File: config.mk
export PLATFORM = sky130hd
export DESIGN_NAME = indirect_data_pointer_unit
export DESIGN_NICKNAME = d
export VERILOG_FILES = /design/src/pkg/ptr_unit_pkg.sv /design/src/hw/indirect_data_pointer_unit.sv /design/src/hw/pointer_pair_reg.sv
export SDC_FILE = /design/constraint.sdc
export NUM_CORES = 1
export LEC_CHECK = 0
export ABC_AREA = 1
export BUFFER_PORTS_ARGS = -buffer_cell sky130_fd_sc_hd__buf_2
export CAP_MARGIN = 20
export CORE_MARGIN = 4
export CORE_UTILIZATION = 49
export DETAILED_ROUTE_END_ITERATION = 10
export PLACE_DENSITY = 0.86
export SETUP_SLACK_MARGIN = 0.4
export SKIP_CTS_REPAIR_TIMING = 1
export SLEW_MARGIN = 20
export SYNTH_ARGS = -nofsm -noshare
export SYNTH_HDL_FRONTEND = slang
export SYNTH_SLANG_ARGS = --single-unit
File: constraint.sdc
create_clock -name clock_i -period 2.9 [get_ports clock_i]
set_input_delay 0 -clock clock_i [delete_from_list [all_inputs] [get_ports clock_i]]
set_output_delay 0 -clock clock_i [all_outputs]
set_load 0.01 [all_outputs]
File: src/pkg/ptr_unit_pkg.sv
// Shared constants for the indirect data pointer unit: bus offsets, core-side
// operand addresses, widths, reset values and the bus slave state encoding.
// Assumes a 12-bit linear data memory and an 8-bit core file address.
package ptr_unit_pkg;

   localparam int PTR_COUNT = 3;
   localparam int DATA_W = 8;
   localparam int ADDR_W = 12;
   localparam int HI_USED = 4;
   localparam int BUS_W = 32;
   localparam int BUS_ADDR_W = 5;

   // Pointer bytes come out of reset cleared
   localparam logic [7:0] PTR_RESET = 8'h00;

   // Avalon byte offsets, one aligned word per register
   localparam logic [2:0][4:0] REG_PTR_LO = {5'h10, 5'h08, 5'h00};
   localparam logic [2:0][4:0] REG_PTR_HI = {5'h14, 5'h0c, 5'h04};
   localparam logic [4:0] REG_TARGET = 5'h18;

   // Field positions inside the target status word
   localparam int TGT_IND_BIT = 12;
   localparam int TGT_WR_BIT = 13;

   // Core-side bank numbers, the access split and file addresses inside the special-function bank
   localparam logic [3:0] SFR_BANK = 4'hf;
   localparam logic [3:0] ACCESS_LOW_BANK = 4'h0;
   localparam logic [7:0] ACCESS_SPLIT = 8'h60;
   localparam logic [2:0][7:0] IND_ADDR = {8'hc2, 8'hc1, 8'hc0};
   localparam logic [2:0][7:0] PTR_LO_ADDR = {8'hc8, 8'hc6, 8'hc4};
   localparam logic [2:0][7:0] PTR_HI_ADDR = {8'hc9, 8'hc7, 8'hc5};

   // Core request to read data: memory request edge, then return edge
   localparam int READ_LATENCY = 2;

   typedef enum logic [1:0] {
      BUS_IDLE = 2'b01,
      BUS_ACK = 2'b10
   } bus_state_e;

endpackage

File: src/hw/indirect_data_pointer_unit.sv
// Indirect data pointer unit: three pointer pairs, operand redirection and
// an Avalon-MM register slave for software access to the pointers.
// Assumes a data memory that answers reads in the cycle of its request and
// a core that issues one operand access per clock cycle that its request is high.
`timescale 1ns/1ps

module indirect_data_pointer_unit #(
   parameter int NUM_PTR = ptr_unit_pkg::PTR_COUNT
) (
   input wire logic clock_i,
   input wire logic rst_i,
   // Avalon-MM register slave
   input wire logic [ptr_unit_pkg::BUS_ADDR_W-1:0] avs_address_i,
   input wire logic avs_read_i,
   input wire logic avs_write_i,
   input wire logic [ptr_unit_pkg::BUS_W-1:0] avs_writedata_i,
   input wire logic [3:0] avs_byteenable_i,
   output logic [ptr_unit_pkg::BUS_W-1:0] avs_readdata_o,
   output logic avs_waitrequest_o,
   // Core operand port
   input wire logic core_req_i,
   input wire logic core_we_i,
   input wire logic [7:0] core_file_addr_i,
   input wire logic core_access_i,
   input wire logic [3:0] bank_select_register_i,
   input wire logic [7:0] core_wdata_i,
   output logic core_rvalid_o,
   output logic [7:0] core_rdata_o,
   // Data memory port
   output logic mem_req_o,
   output logic mem_we_o,
   output logic [ptr_unit_pkg::ADDR_W-1:0] mem_addr_o,
   output logic [7:0] mem_wdata_o,
   input wire logic [7:0] mem_rdata_i
);

   localparam logic [1:0] NO_HIT = 2'd3;

   initial begin
      if (NUM_PTR != 3) begin
         $error("indirect_data_pointer_unit: exactly three pointer pairs are mapped");
      end
   end

   // Index of the entry of a table matching an address, or NO_HIT
   function automatic logic [1:0] match_index(input logic [7:0] addr, input logic [2:0][7:0] table_v);
      logic [1:0] idx;
      idx = NO_HIT;
      for (int i = 0; i < 3; i++) begin
         if (addr == table_v[i]) begin
            idx = 2'(i);
         end
      end
      return idx;
   endfunction

   // Same search over bus offsets
   function automatic logic [1:0] bus_index(input logic [4:0] addr, input logic [2:0][4:0] table_v);
      logic [1:0] idx;
      idx = NO_HIT;
      for (int i = 0; i < 3; i++) begin
         if (addr == table_v[i]) begin
            idx = 2'(i);
         end
      end
      return idx;
   endfunction

   // Pointer storage
   logic [7:0] ptr_lo [3];
   logic [7:0] ptr_hi [3];
   logic [ptr_unit_pkg::ADDR_W-1:0] ptr_addr [3];
   logic [2:0] lo_we;
   logic [2:0] hi_we;
   logic [7:0] ptr_wdata;

   // Core request decode
   logic [3:0] direct_bank;
   logic in_sfr;
   logic [1:0] ind_idx;
   logic [1:0] plo_idx;
   logic [1:0] phi_idx;
   logic is_ind;
   logic is_plo;
   logic is_phi;
   logic core_ptr_wr;
   logic [ptr_unit_pkg::ADDR_W-1:0] direct_addr;
   logic [ptr_unit_pkg::ADDR_W-1:0] sel_ptr_addr;
   logic [ptr_unit_pkg::ADDR_W-1:0] target_addr;
   logic [7:0] local_rdata;

   // Pipeline
   logic mem_req_q;
   logic mem_we_q;
   logic [ptr_unit_pkg::ADDR_W-1:0] mem_addr_q;
   logic [7:0] mem_wdata_q;
   logic s1_read_q;
   logic s1_local_q;
   logic [7:0] s1_local_data_q;
   logic core_rvalid_q;
   logic [7:0] core_rdata_q;
   logic [ptr_unit_pkg::ADDR_W-1:0] last_target_q;
   logic last_ind_q;
   logic last_wr_q;

   // Bus slave
   ptr_unit_pkg::bus_state_e bus_state_q;
   logic bus_req;
   logic bus_wr_fire;
   logic [1:0] bus_lo_idx;
   logic [1:0] bus_hi_idx;
   logic [ptr_unit_pkg::BUS_W-1:0] bus_rdata_d;
   logic [ptr_unit_pkg::BUS_W-1:0] bus_rdata_q;

   for (genvar n = 0; n < 3; n++) begin : g_ptr
      pointer_pair_reg #(
         .HI_BITS(ptr_unit_pkg::HI_USED)
      ) u_pair (
         .clock_i(clock_i),
         .rst_i(rst_i),
         .lo_we_i(lo_we[n]),
         .hi_we_i(hi_we[n]),
         .wdata_i(ptr_wdata),
         .lo_o(ptr_lo[n]),
         .hi_o(ptr_hi[n]),
         .addr_o(ptr_addr[n])
      );
      // Core writes win; the bus is held off in that cycle so nothing is lost
      assign lo_we[n] = (core_ptr_wr && is_plo && plo_idx == 2'(n))
                        || (bus_wr_fire && bus_lo_idx == 2'(n));
      assign hi_we[n] = (core_ptr_wr && is_phi && phi_idx == 2'(n))
                        || (bus_wr_fire && bus_hi_idx == 2'(n));
   end

   assign ptr_wdata = core_ptr_wr ? core_wdata_i : avs_writedata_i[7:0];

   // Direct addressing through bank select or the access split
   always_comb begin
      if (core_access_i) begin
         direct_bank = (core_file_addr_i >= ptr_unit_pkg::ACCESS_SPLIT)
                       ? ptr_unit_pkg::SFR_BANK : ptr_unit_pkg::ACCESS_LOW_BANK;
      end else begin
         direct_bank = bank_select_register_i;
      end
   end

   assign direct_addr = {direct_bank, core_file_addr_i};
   assign in_sfr = direct_bank == ptr_unit_pkg::SFR_BANK;
   assign ind_idx = match_index(core_file_addr_i, ptr_unit_pkg::IND_ADDR);
   assign plo_idx = match_index(core_file_addr_i, ptr_unit_pkg::PTR_LO_ADDR);
   assign phi_idx = match_index(core_file_addr_i, ptr_unit_pkg::PTR_HI_ADDR);
   assign is_ind = in_sfr && ind_idx != NO_HIT;
   assign is_plo = in_sfr && plo_idx != NO_HIT;
   assign is_phi = in_sfr && phi_idx != NO_HIT;
   assign core_ptr_wr = core_req_i && core_we_i && (is_plo || is_phi);

   // Redirection: the pointer alone forms the target, bank plays no part
   assign sel_ptr_addr = is_ind ? ptr_addr[ind_idx] : '0;
   assign target_addr = is_ind ? sel_ptr_addr : direct_addr;

   always_comb begin
      local_rdata = 8'h00;
      if (is_plo) begin
         local_rdata = ptr_lo[plo_idx];
      end else if (is_phi) begin
         local_rdata = ptr_hi[phi_idx];
      end
   end

   // Stage one: memory request, except for pointer bytes kept here
   always_ff @(posedge clock_i or posedge rst_i) begin
      if (rst_i) begin
         mem_req_q <= 1'b0;
         mem_we_q <= 1'b0;
         mem_addr_q <= '0;
         mem_wdata_q <= 8'h00;
      end else begin
         mem_req_q <= core_req_i && !(is_plo || is_phi);
         mem_we_q <= core_req_i && core_we_i && !(is_plo || is_phi);
         if (core_req_i) begin
            mem_addr_q <= target_addr;
            mem_wdata_q <= core_wdata_i;
         end
      end
   end

   always_ff @(posedge clock_i or posedge rst_i) begin
      if (rst_i) begin
         s1_read_q <= 1'b0;
         s1_local_q <= 1'b0;
         s1_local_data_q <= 8'h00;
      end else begin
         s1_read_q <= core_req_i && !core_we_i;
         s1_local_q <= is_plo || is_phi;
         s1_local_data_q <= local_rdata;
      end
   end

   // Stage two: read data back to the core
   always_ff @(posedge clock_i or posedge rst_i) begin
      if (rst_i) begin
         core_rvalid_q <= 1'b0;
         core_rdata_q <= 8'h00;
      end else begin
         core_rvalid_q <= s1_read_q;
         if (s1_read_q) begin
            core_rdata_q <= s1_local_q ? s1_local_data_q : mem_rdata_i;
         end
      end
   end

   // Last memory target, visible to software
   always_ff @(posedge clock_i or posedge rst_i) begin
      if (rst_i) begin
         last_target_q <= '0;
         last_ind_q <= 1'b0;
         last_wr_q <= 1'b0;
      end else if (core_req_i && !(is_plo || is_phi)) begin
         last_target_q <= target_addr;
         last_ind_q <= is_ind;
         last_wr_q <= core_we_i;
      end
   end

   assign mem_req_o = mem_req_q;
   assign mem_we_o = mem_we_q;
   assign mem_addr_o = mem_addr_q;
   assign mem_wdata_o = mem_wdata_q;
   assign core_rvalid_o = core_rvalid_q;
   assign core_rdata_o = core_rdata_q;

   // Avalon slave: one wait cycle, then the answer; held longer if the core
   // is writing a pointer at that moment
   assign bus_req = avs_read_i || avs_write_i;
   assign bus_lo_idx = bus_index(avs_address_i, ptr_unit_pkg::REG_PTR_LO);
   assign bus_hi_idx = bus_index(avs_address_i, ptr_unit_pkg::REG_PTR_HI);
   assign bus_wr_fire = avs_write_i && avs_byteenable_i[0] && !core_ptr_wr
                        && bus_state_q == ptr_unit_pkg::BUS_ACK;

   always_comb begin
      bus_rdata_d = '0;
      if (bus_lo_idx != NO_HIT) begin
         bus_rdata_d[7:0] = ptr_lo[bus_lo_idx];
      end else if (bus_hi_idx != NO_HIT) begin
         bus_rdata_d[7:0] = ptr_hi[bus_hi_idx];
      end else if (avs_address_i == ptr_unit_pkg::REG_TARGET) begin
         bus_rdata_d[ptr_unit_pkg::ADDR_W-1:0] = last_target_q;
         bus_rdata_d[ptr_unit_pkg::TGT_IND_BIT] = last_ind_q;
         bus_rdata_d[ptr_unit_pkg::TGT_WR_BIT] = last_wr_q;
      end
   end

   always_ff @(posedge clock_i or posedge rst_i) begin
      if (rst_i) begin
         bus_state_q <= ptr_unit_pkg::BUS_IDLE;
      end else begin
         case (bus_state_q)
            ptr_unit_pkg::BUS_IDLE: begin
               if (bus_req) begin
                  bus_state_q <= ptr_unit_pkg::BUS_ACK;
               end
            end
            ptr_unit_pkg::BUS_ACK: begin
               if (!core_ptr_wr) begin
                  bus_state_q <= ptr_unit_pkg::BUS_IDLE;
               end
            end
            default: begin
               bus_state_q <= ptr_unit_pkg::BUS_IDLE;
            end
         endcase
      end
   end

   // Read data captured on entry to the answer cycle and refreshed while held
   always_ff @(posedge clock_i or posedge rst_i) begin
      if (rst_i) begin
         bus_rdata_q <= '0;
      end else if (avs_read_i) begin
         bus_rdata_q <= bus_rdata_d;
      end
   end

   always_comb begin
      case (bus_state_q)
         ptr_unit_pkg::BUS_IDLE: avs_waitrequest_o = bus_req;
         ptr_unit_pkg::BUS_ACK: avs_waitrequest_o = core_ptr_wr;
         default: avs_waitrequest_o = 1'b1;
      endcase
   end

   assign avs_readdata_o = bus_rdata_q;

   chk_ind_target: assert property (@(posedge clock_i) disable iff (rst_i)
      (core_req_i && is_ind) |=> (mem_req_o && mem_addr_o == $past(ptr_addr[ind_idx])))
      else $error("indirect access did not go to its pointer address");

   chk_pair_order: assert property (@(posedge clock_i) disable iff (rst_i)
      (core_req_i && is_ind && ind_idx == 2'd1)
      |=> mem_addr_o == {$past(ptr_hi[1][3:0]), $past(ptr_lo[1])})
      else $error("pointer bytes joined in the wrong order");

   chk_bank_ignored: assert property (@(posedge clock_i) disable iff (rst_i)
      (core_req_i && is_ind && !core_access_i && bank_select_register_i == ptr_unit_pkg::SFR_BANK
       && ptr_addr[ind_idx][11:8] != ptr_unit_pkg::SFR_BANK)
      |=> mem_addr_o[11:8] != ptr_unit_pkg::SFR_BANK)
      else $error("bank select leaked into an indirect target");

   chk_no_storage: assert property (@(posedge clock_i) disable iff (rst_i)
      (core_req_i && is_ind && !core_we_i)
      |-> ##2 (core_rvalid_o && core_rdata_o == $past(mem_rdata_i)))
      else $error("indirect read was not served by data memory");

   chk_ind_write: assert property (@(posedge clock_i) disable iff (rst_i)
      (core_req_i && core_we_i && is_ind)
      |=> (mem_we_o && mem_wdata_o == $past(core_wdata_i)) ##1 !core_rvalid_o)
      else $error("indirect write did not reach memory");

   chk_linear_reach: assert property (@(posedge clock_i) disable iff (rst_i)
      (core_req_i && !is_ind && !is_plo && !is_phi)
      |=> mem_addr_o == {$past(direct_bank), $past(core_file_addr_i)})
      else $error("direct access lost its bank");

   chk_bus_wait: assert property (@(posedge clock_i) disable iff (rst_i)
      (bus_req && avs_waitrequest_o && bus_state_q == ptr_unit_pkg::BUS_IDLE && !core_ptr_wr)
      ##1 !core_ptr_wr |-> !avs_waitrequest_o)
      else $error("bus slave held waitrequest too long");

   chk_bus_ptr_write: assert property (@(posedge clock_i) disable iff (rst_i)
      (bus_wr_fire && bus_lo_idx == 2'd2) |=> ptr_lo[2] == $past(avs_writedata_i[7:0]))
      else $error("bus write to pointer low byte was lost");

   chk_hi_zero: assert property (@(posedge clock_i) disable iff (rst_i)
      ptr_hi[0][7:4] == 4'h0 && ptr_hi[1][7:4] == 4'h0 && ptr_hi[2][7:4] == 4'h0)
      else $error("unused high nibble reads nonzero");

   chk_ptr_width: assert property (@(posedge clock_i) disable iff (rst_i)
      (core_req_i && core_we_i && is_phi && phi_idx == 2'd0)
      |=> ptr_addr[0][11:8] == $past(core_wdata_i[3:0]))
      else $error("pointer does not carry twelve bits");

endmodule

File: src/hw/pointer_pair_reg.sv
// One pointer pair: a low byte and a high byte whose upper nibble is not kept.
// Assumes the parent resolves write priority and hands over one data byte.
`timescale 1ns/1ps

module pointer_pair_reg #(
   parameter int HI_BITS = ptr_unit_pkg::HI_USED
) (
   input wire logic clock_i,
   input wire logic rst_i,
   input wire logic lo_we_i,
   input wire logic hi_we_i,
   input wire logic [7:0] wdata_i,
   output logic [7:0] lo_o,
   output logic [7:0] hi_o,
   output logic [ptr_unit_pkg::ADDR_W-1:0] addr_o
);

   logic [7:0] lo_q;
   logic [HI_BITS-1:0] hi_q;

   initial begin
      if (HI_BITS + 8 != ptr_unit_pkg::ADDR_W) begin
         $error("pointer_pair_reg: high part width must complete the address");
      end
   end

   always_ff @(posedge clock_i or posedge rst_i) begin
      if (rst_i) begin
         lo_q <= ptr_unit_pkg::PTR_RESET;
      end else if (lo_we_i) begin
         lo_q <= wdata_i;
      end
   end

   // Upper nibble is simply not stored, so writes there vanish
   always_ff @(posedge clock_i or posedge rst_i) begin
      if (rst_i) begin
         hi_q <= ptr_unit_pkg::PTR_RESET[HI_BITS-1:0];
      end else if (hi_we_i) begin
         hi_q <= wdata_i[HI_BITS-1:0];
      end
   end

   assign lo_o = lo_q;
   assign hi_o = {{(8 - HI_BITS){1'b0}}, hi_q};
   assign addr_o = {hi_q, lo_q};

   chk_hi_masked: assert property (@(posedge clock_i) disable iff (rst_i)
      hi_we_i |=> hi_o == {4'h0, $past(wdata_i[3:0])})
      else $error("high byte did not keep only its low nibble");

endmodule

==> key figures <==
Outcome
  – Status: finished clean

Die
  – Vert. Die Dim: 116 um
  – Initial cell density of the core: 50.1%
  – Chip Width: 116 um
  – Full die area: 13500 um2
  – Core Rows: 39
  – I/O Pins: 140
  – Core ar.: 11500 um2

Setup path
  – Max Fanout on Critical Path: 14
  – Worst path slowest cell: nor2_2
  – Crit Path Class: primary input to register
  – Reg2reg path depth: 7
  – CP Capture Type: register
  – Crit path largest cell delay: 370 ps
  – Critical Path AT: 2120 ps
  – Required @ worst endpoint: 3150 ps
  – Worst path cell trace: buf_2 -> inv_1 -> nand2_1 -> nor2_2 -> nand3_1 -> nand2_2 -> nand2_4 -> nand2_4 -> nand2_4 -> nand3_2 -> nand2_2 -> nand2_1 -> nand2_1
  – Crit path launch type: primary input

Pwr
  – Psw: 0.000967 W
  – Maximum VDD drop: 0.499 mV
  – Comb pwr share: 15.5%
  – Switching Share: 28.0%
  – Sequential fraction of design power: 49.6%
  – Tot Pwr: 0.00345 W
  – PD cells: 510 nW/um2
  – Pint: 0.00249 W
  – Power share of the clock group: 34.9%
  – Leakage Power: 3.56 nW

Synthesis
  – Yosys cell types: 35
  – Synthesized area: 5740 um2
  – Register area share after synthesis: 46.7%
  – Syn Inst Count: 764
  – Synthesis Warnings: 0
  – FF+latch count, synth: 107
  – Syn Area/Cell: 7.52 um2

Route
  – Vias: 5540
  – Via-per-instance ratio: 5.44
  – Drt first pass iters: 5
  – Residual DRC: 0
  – Wirelength per Cell: 16.1 um
  – Post-DRT Antenna Nets: 0
  – Total wire length: 16.4 mm
  – DR iter-0 viols: 541

Global route
  – Grt total ovfl: 0
  – GR met1 Demand/Resource: 33.7%
  – GRT Max-Usage Layer: met2
  – Total GRT Usage: 24.6%
  – Antenna violations before repair: 0
  – Largest net degree at the start of global routing: 65
  – Global-route wire length before repair: 25.5 mm
  – GR Util met3: 6.32%
  – M2 GR Usage: 38.0%
  – Vias in the first global route: 4975

Worst hold path
  – Hold path depth: 5
  – Worst hold path type: primary input to register

Clock network
  – CTS tree: built
  – Clk_lat worst skew: 360 ps
  – CTS Sinks: 107
  – Clock Pin Slew Worst Setup and Hold Paths: 70 ps
  – Inserted Clock Buffers: 9
  – Root Driver: clkbuf_16
  – Clock H-tree levels: 3
  – CTS max path bufs: 2

STA
  – Slew @ Worst Pin: 519 ps
  – RSZ-0062 raised after global routing: no
  – Finish-stage setup viols: 0
  – Slew HR: 65.4%
  – Worst hold margin: 13.1 ps
  – Max frequency: 0.535 GHz
  – Clock Skew: 6.71 ps
  – Endpoints failing hold: 0
  – Fin crit period: 1870 ps
  – Setup tns final: 0 ps
  – Period utilization: 64.5%
  – Fin. max-slew vios: 0

Placed design
  – GP Congestion: 0.992
  – I/O Buffers: 94
  – Post-Place Cells: 983
  – DP HPWL: 12.0 mm

Final layout
  – Register area: 2680 um2
  – Final nets: 950
  – Area of the multi-input gates: 2630 um2
  – Area Growth Syn to Fin: 17.8%
  – Total of fill cells in the finished design: 1026
  – Finished Layout Cells: 1019
  – Ratio of cells with drive above 1 in the final layout: 18.4%
  – Diode count: 0

Run
  – Max-cap violations: 0
[stage by stage]
step           instance area, um2  utilization [%]  setup slack [ps]
6_report                     6760             59.0              1030
5_1_grt                      6760             59.0               826
4_1_cts                      6540             57.1              1050
3_5_place_dp                 6250             54.5               682
3_3_place_gp                 6250             54.5               707
2_1_floorplan                5810                -              1290
[state kept, by name, summed over array words and instances, names as in the netlist, 2 cells and up]
| name | flops |
|---|---|
| mem_wdata_o | 8 |
| s1_local_data_q | 8 |
| mem_addr_o | 12 |
| g_ptr.u_pair.lo_o | 24 |
| g_ptr.u_pair.hi_q | 12 |
| avs_readdata_o | 14 |
| core_rdata_o | 8 |
| bus_state_q | 2 |
| last_target_q | 12 |
[layout by cell type (no fill, tap or decap), types with 19 or more instances in the layout]
cell,synthesis,routed
nand2_1,272,272
o21ai_0,30,30
inv_1,54,53
buf_2,2,94
dfrtp_1,106,106
a21oi_1,19,19
dlygate4sd3_1,0,20
nand3_1,87,87
nor2_1,62,62
[synthesized netlist by cell type]
cell type,number,area share (%)
nand2_1,272,18
dfrtp_1,106,46
nand3_1,87,7.6
nor2_1,62,4.1
inv_1,54,3.5
o21ai_0,30,2.6
buf_4,21,2.7
a21oi_1,19,1.7
nand2_2,18,2.0
a31oi_1,17,1.9
clkbuf_1,10,0.65
inv_2,8,0.52
o22ai_1,7,0.76
nand3_2,6,1.0
nand2_4,4,0.78
nor2_2,4,0.44
o211ai_1,4,0.52
o221ai_1,4,0.61
buf_1,3,0.20
buf_6,3,0.59
clkinv_1,3,0.20
nand4_1,3,0.33
buf_2,2,0.17
ha_1,2,0.44
nand3_4,2,0.61
nor2_4,2,0.39
nor3_1,2,0.17
o2bb2ai_1,2,0.31
a21boi_0,1,0.13
and3_1,1,0.11
conb_1,1,0.065
dfstp_2,1,0.46
o21ai_4,1,0.28
o31ai_1,1,0.13
or2_1,1,0.11
[worst max-delay path: cells and delay by family]
| kind | cells | cell delay [ps] |
|---|---|---|
| buf+inv | 2 | 180 |
| simple gates | 11 | 1900 |
[worst paths after layout]
check | start | to | slack (ps)
max | core_file_addr_i[5] | g_ptr[0].u_pair.lo_o[6] | 1030
min | avs_writedata_i[7] | g_ptr[2].u_pair.lo_o[7] | 10
max reg2reg | bus_state_q[0] | g_ptr[0].u_pair.lo_o[6] | 1090
min reg2reg | mem_wdata_o[6] | mem_wdata_o[6] | 470
max in group asynchronous | rst_i | mem_addr_o[2] | 2160
min in group asynchronous | rst_i | mem_wdata_o[5] | 140
[metal layers]
layer  part of all wire (%)  wire, um  vias up
met5                      0         0        -
met4                    2.5       416        0
met3                    7.7      1270       36
met2                     47      7790      256
met1                     42      6970     2599
li1                       -         -     2649
[power by group through the flow]
stage               Sequential [W]  Combinational, W  Clock, W
floorplan                  0.00173          0.000319         0
global placement           0.00173          0.000495         0
CTS                        0.00171          0.000513   0.00124
global route               0.00172          0.000611   0.00129
detailed placement         0.00174          0.000511         0
finish                     0.00171          0.000536   0.00121
[logic make-up after synthesis]
family                     after synthesis  synth area share, %
and+or+nand+nor                        464                 35.4
other                                    1               0.0653
buffers and inverters                  104                 8.61
AOI/OAI and AO/OA                       86                 8.87
DFF                                    107                 46.7
adders and majority gates                2                0.436
[final cells by class]
cell class	count	share of cell area (%)
clock buffer	9	3.33
clock inverter	6	0.999
inverter	65	3.66
multi-input combinational	570	38.9
sequential	107	39.6
tap	143	2.65
timing repair buffer	119	10.8
Note: power is estimated with default switching activity, not from simulation.
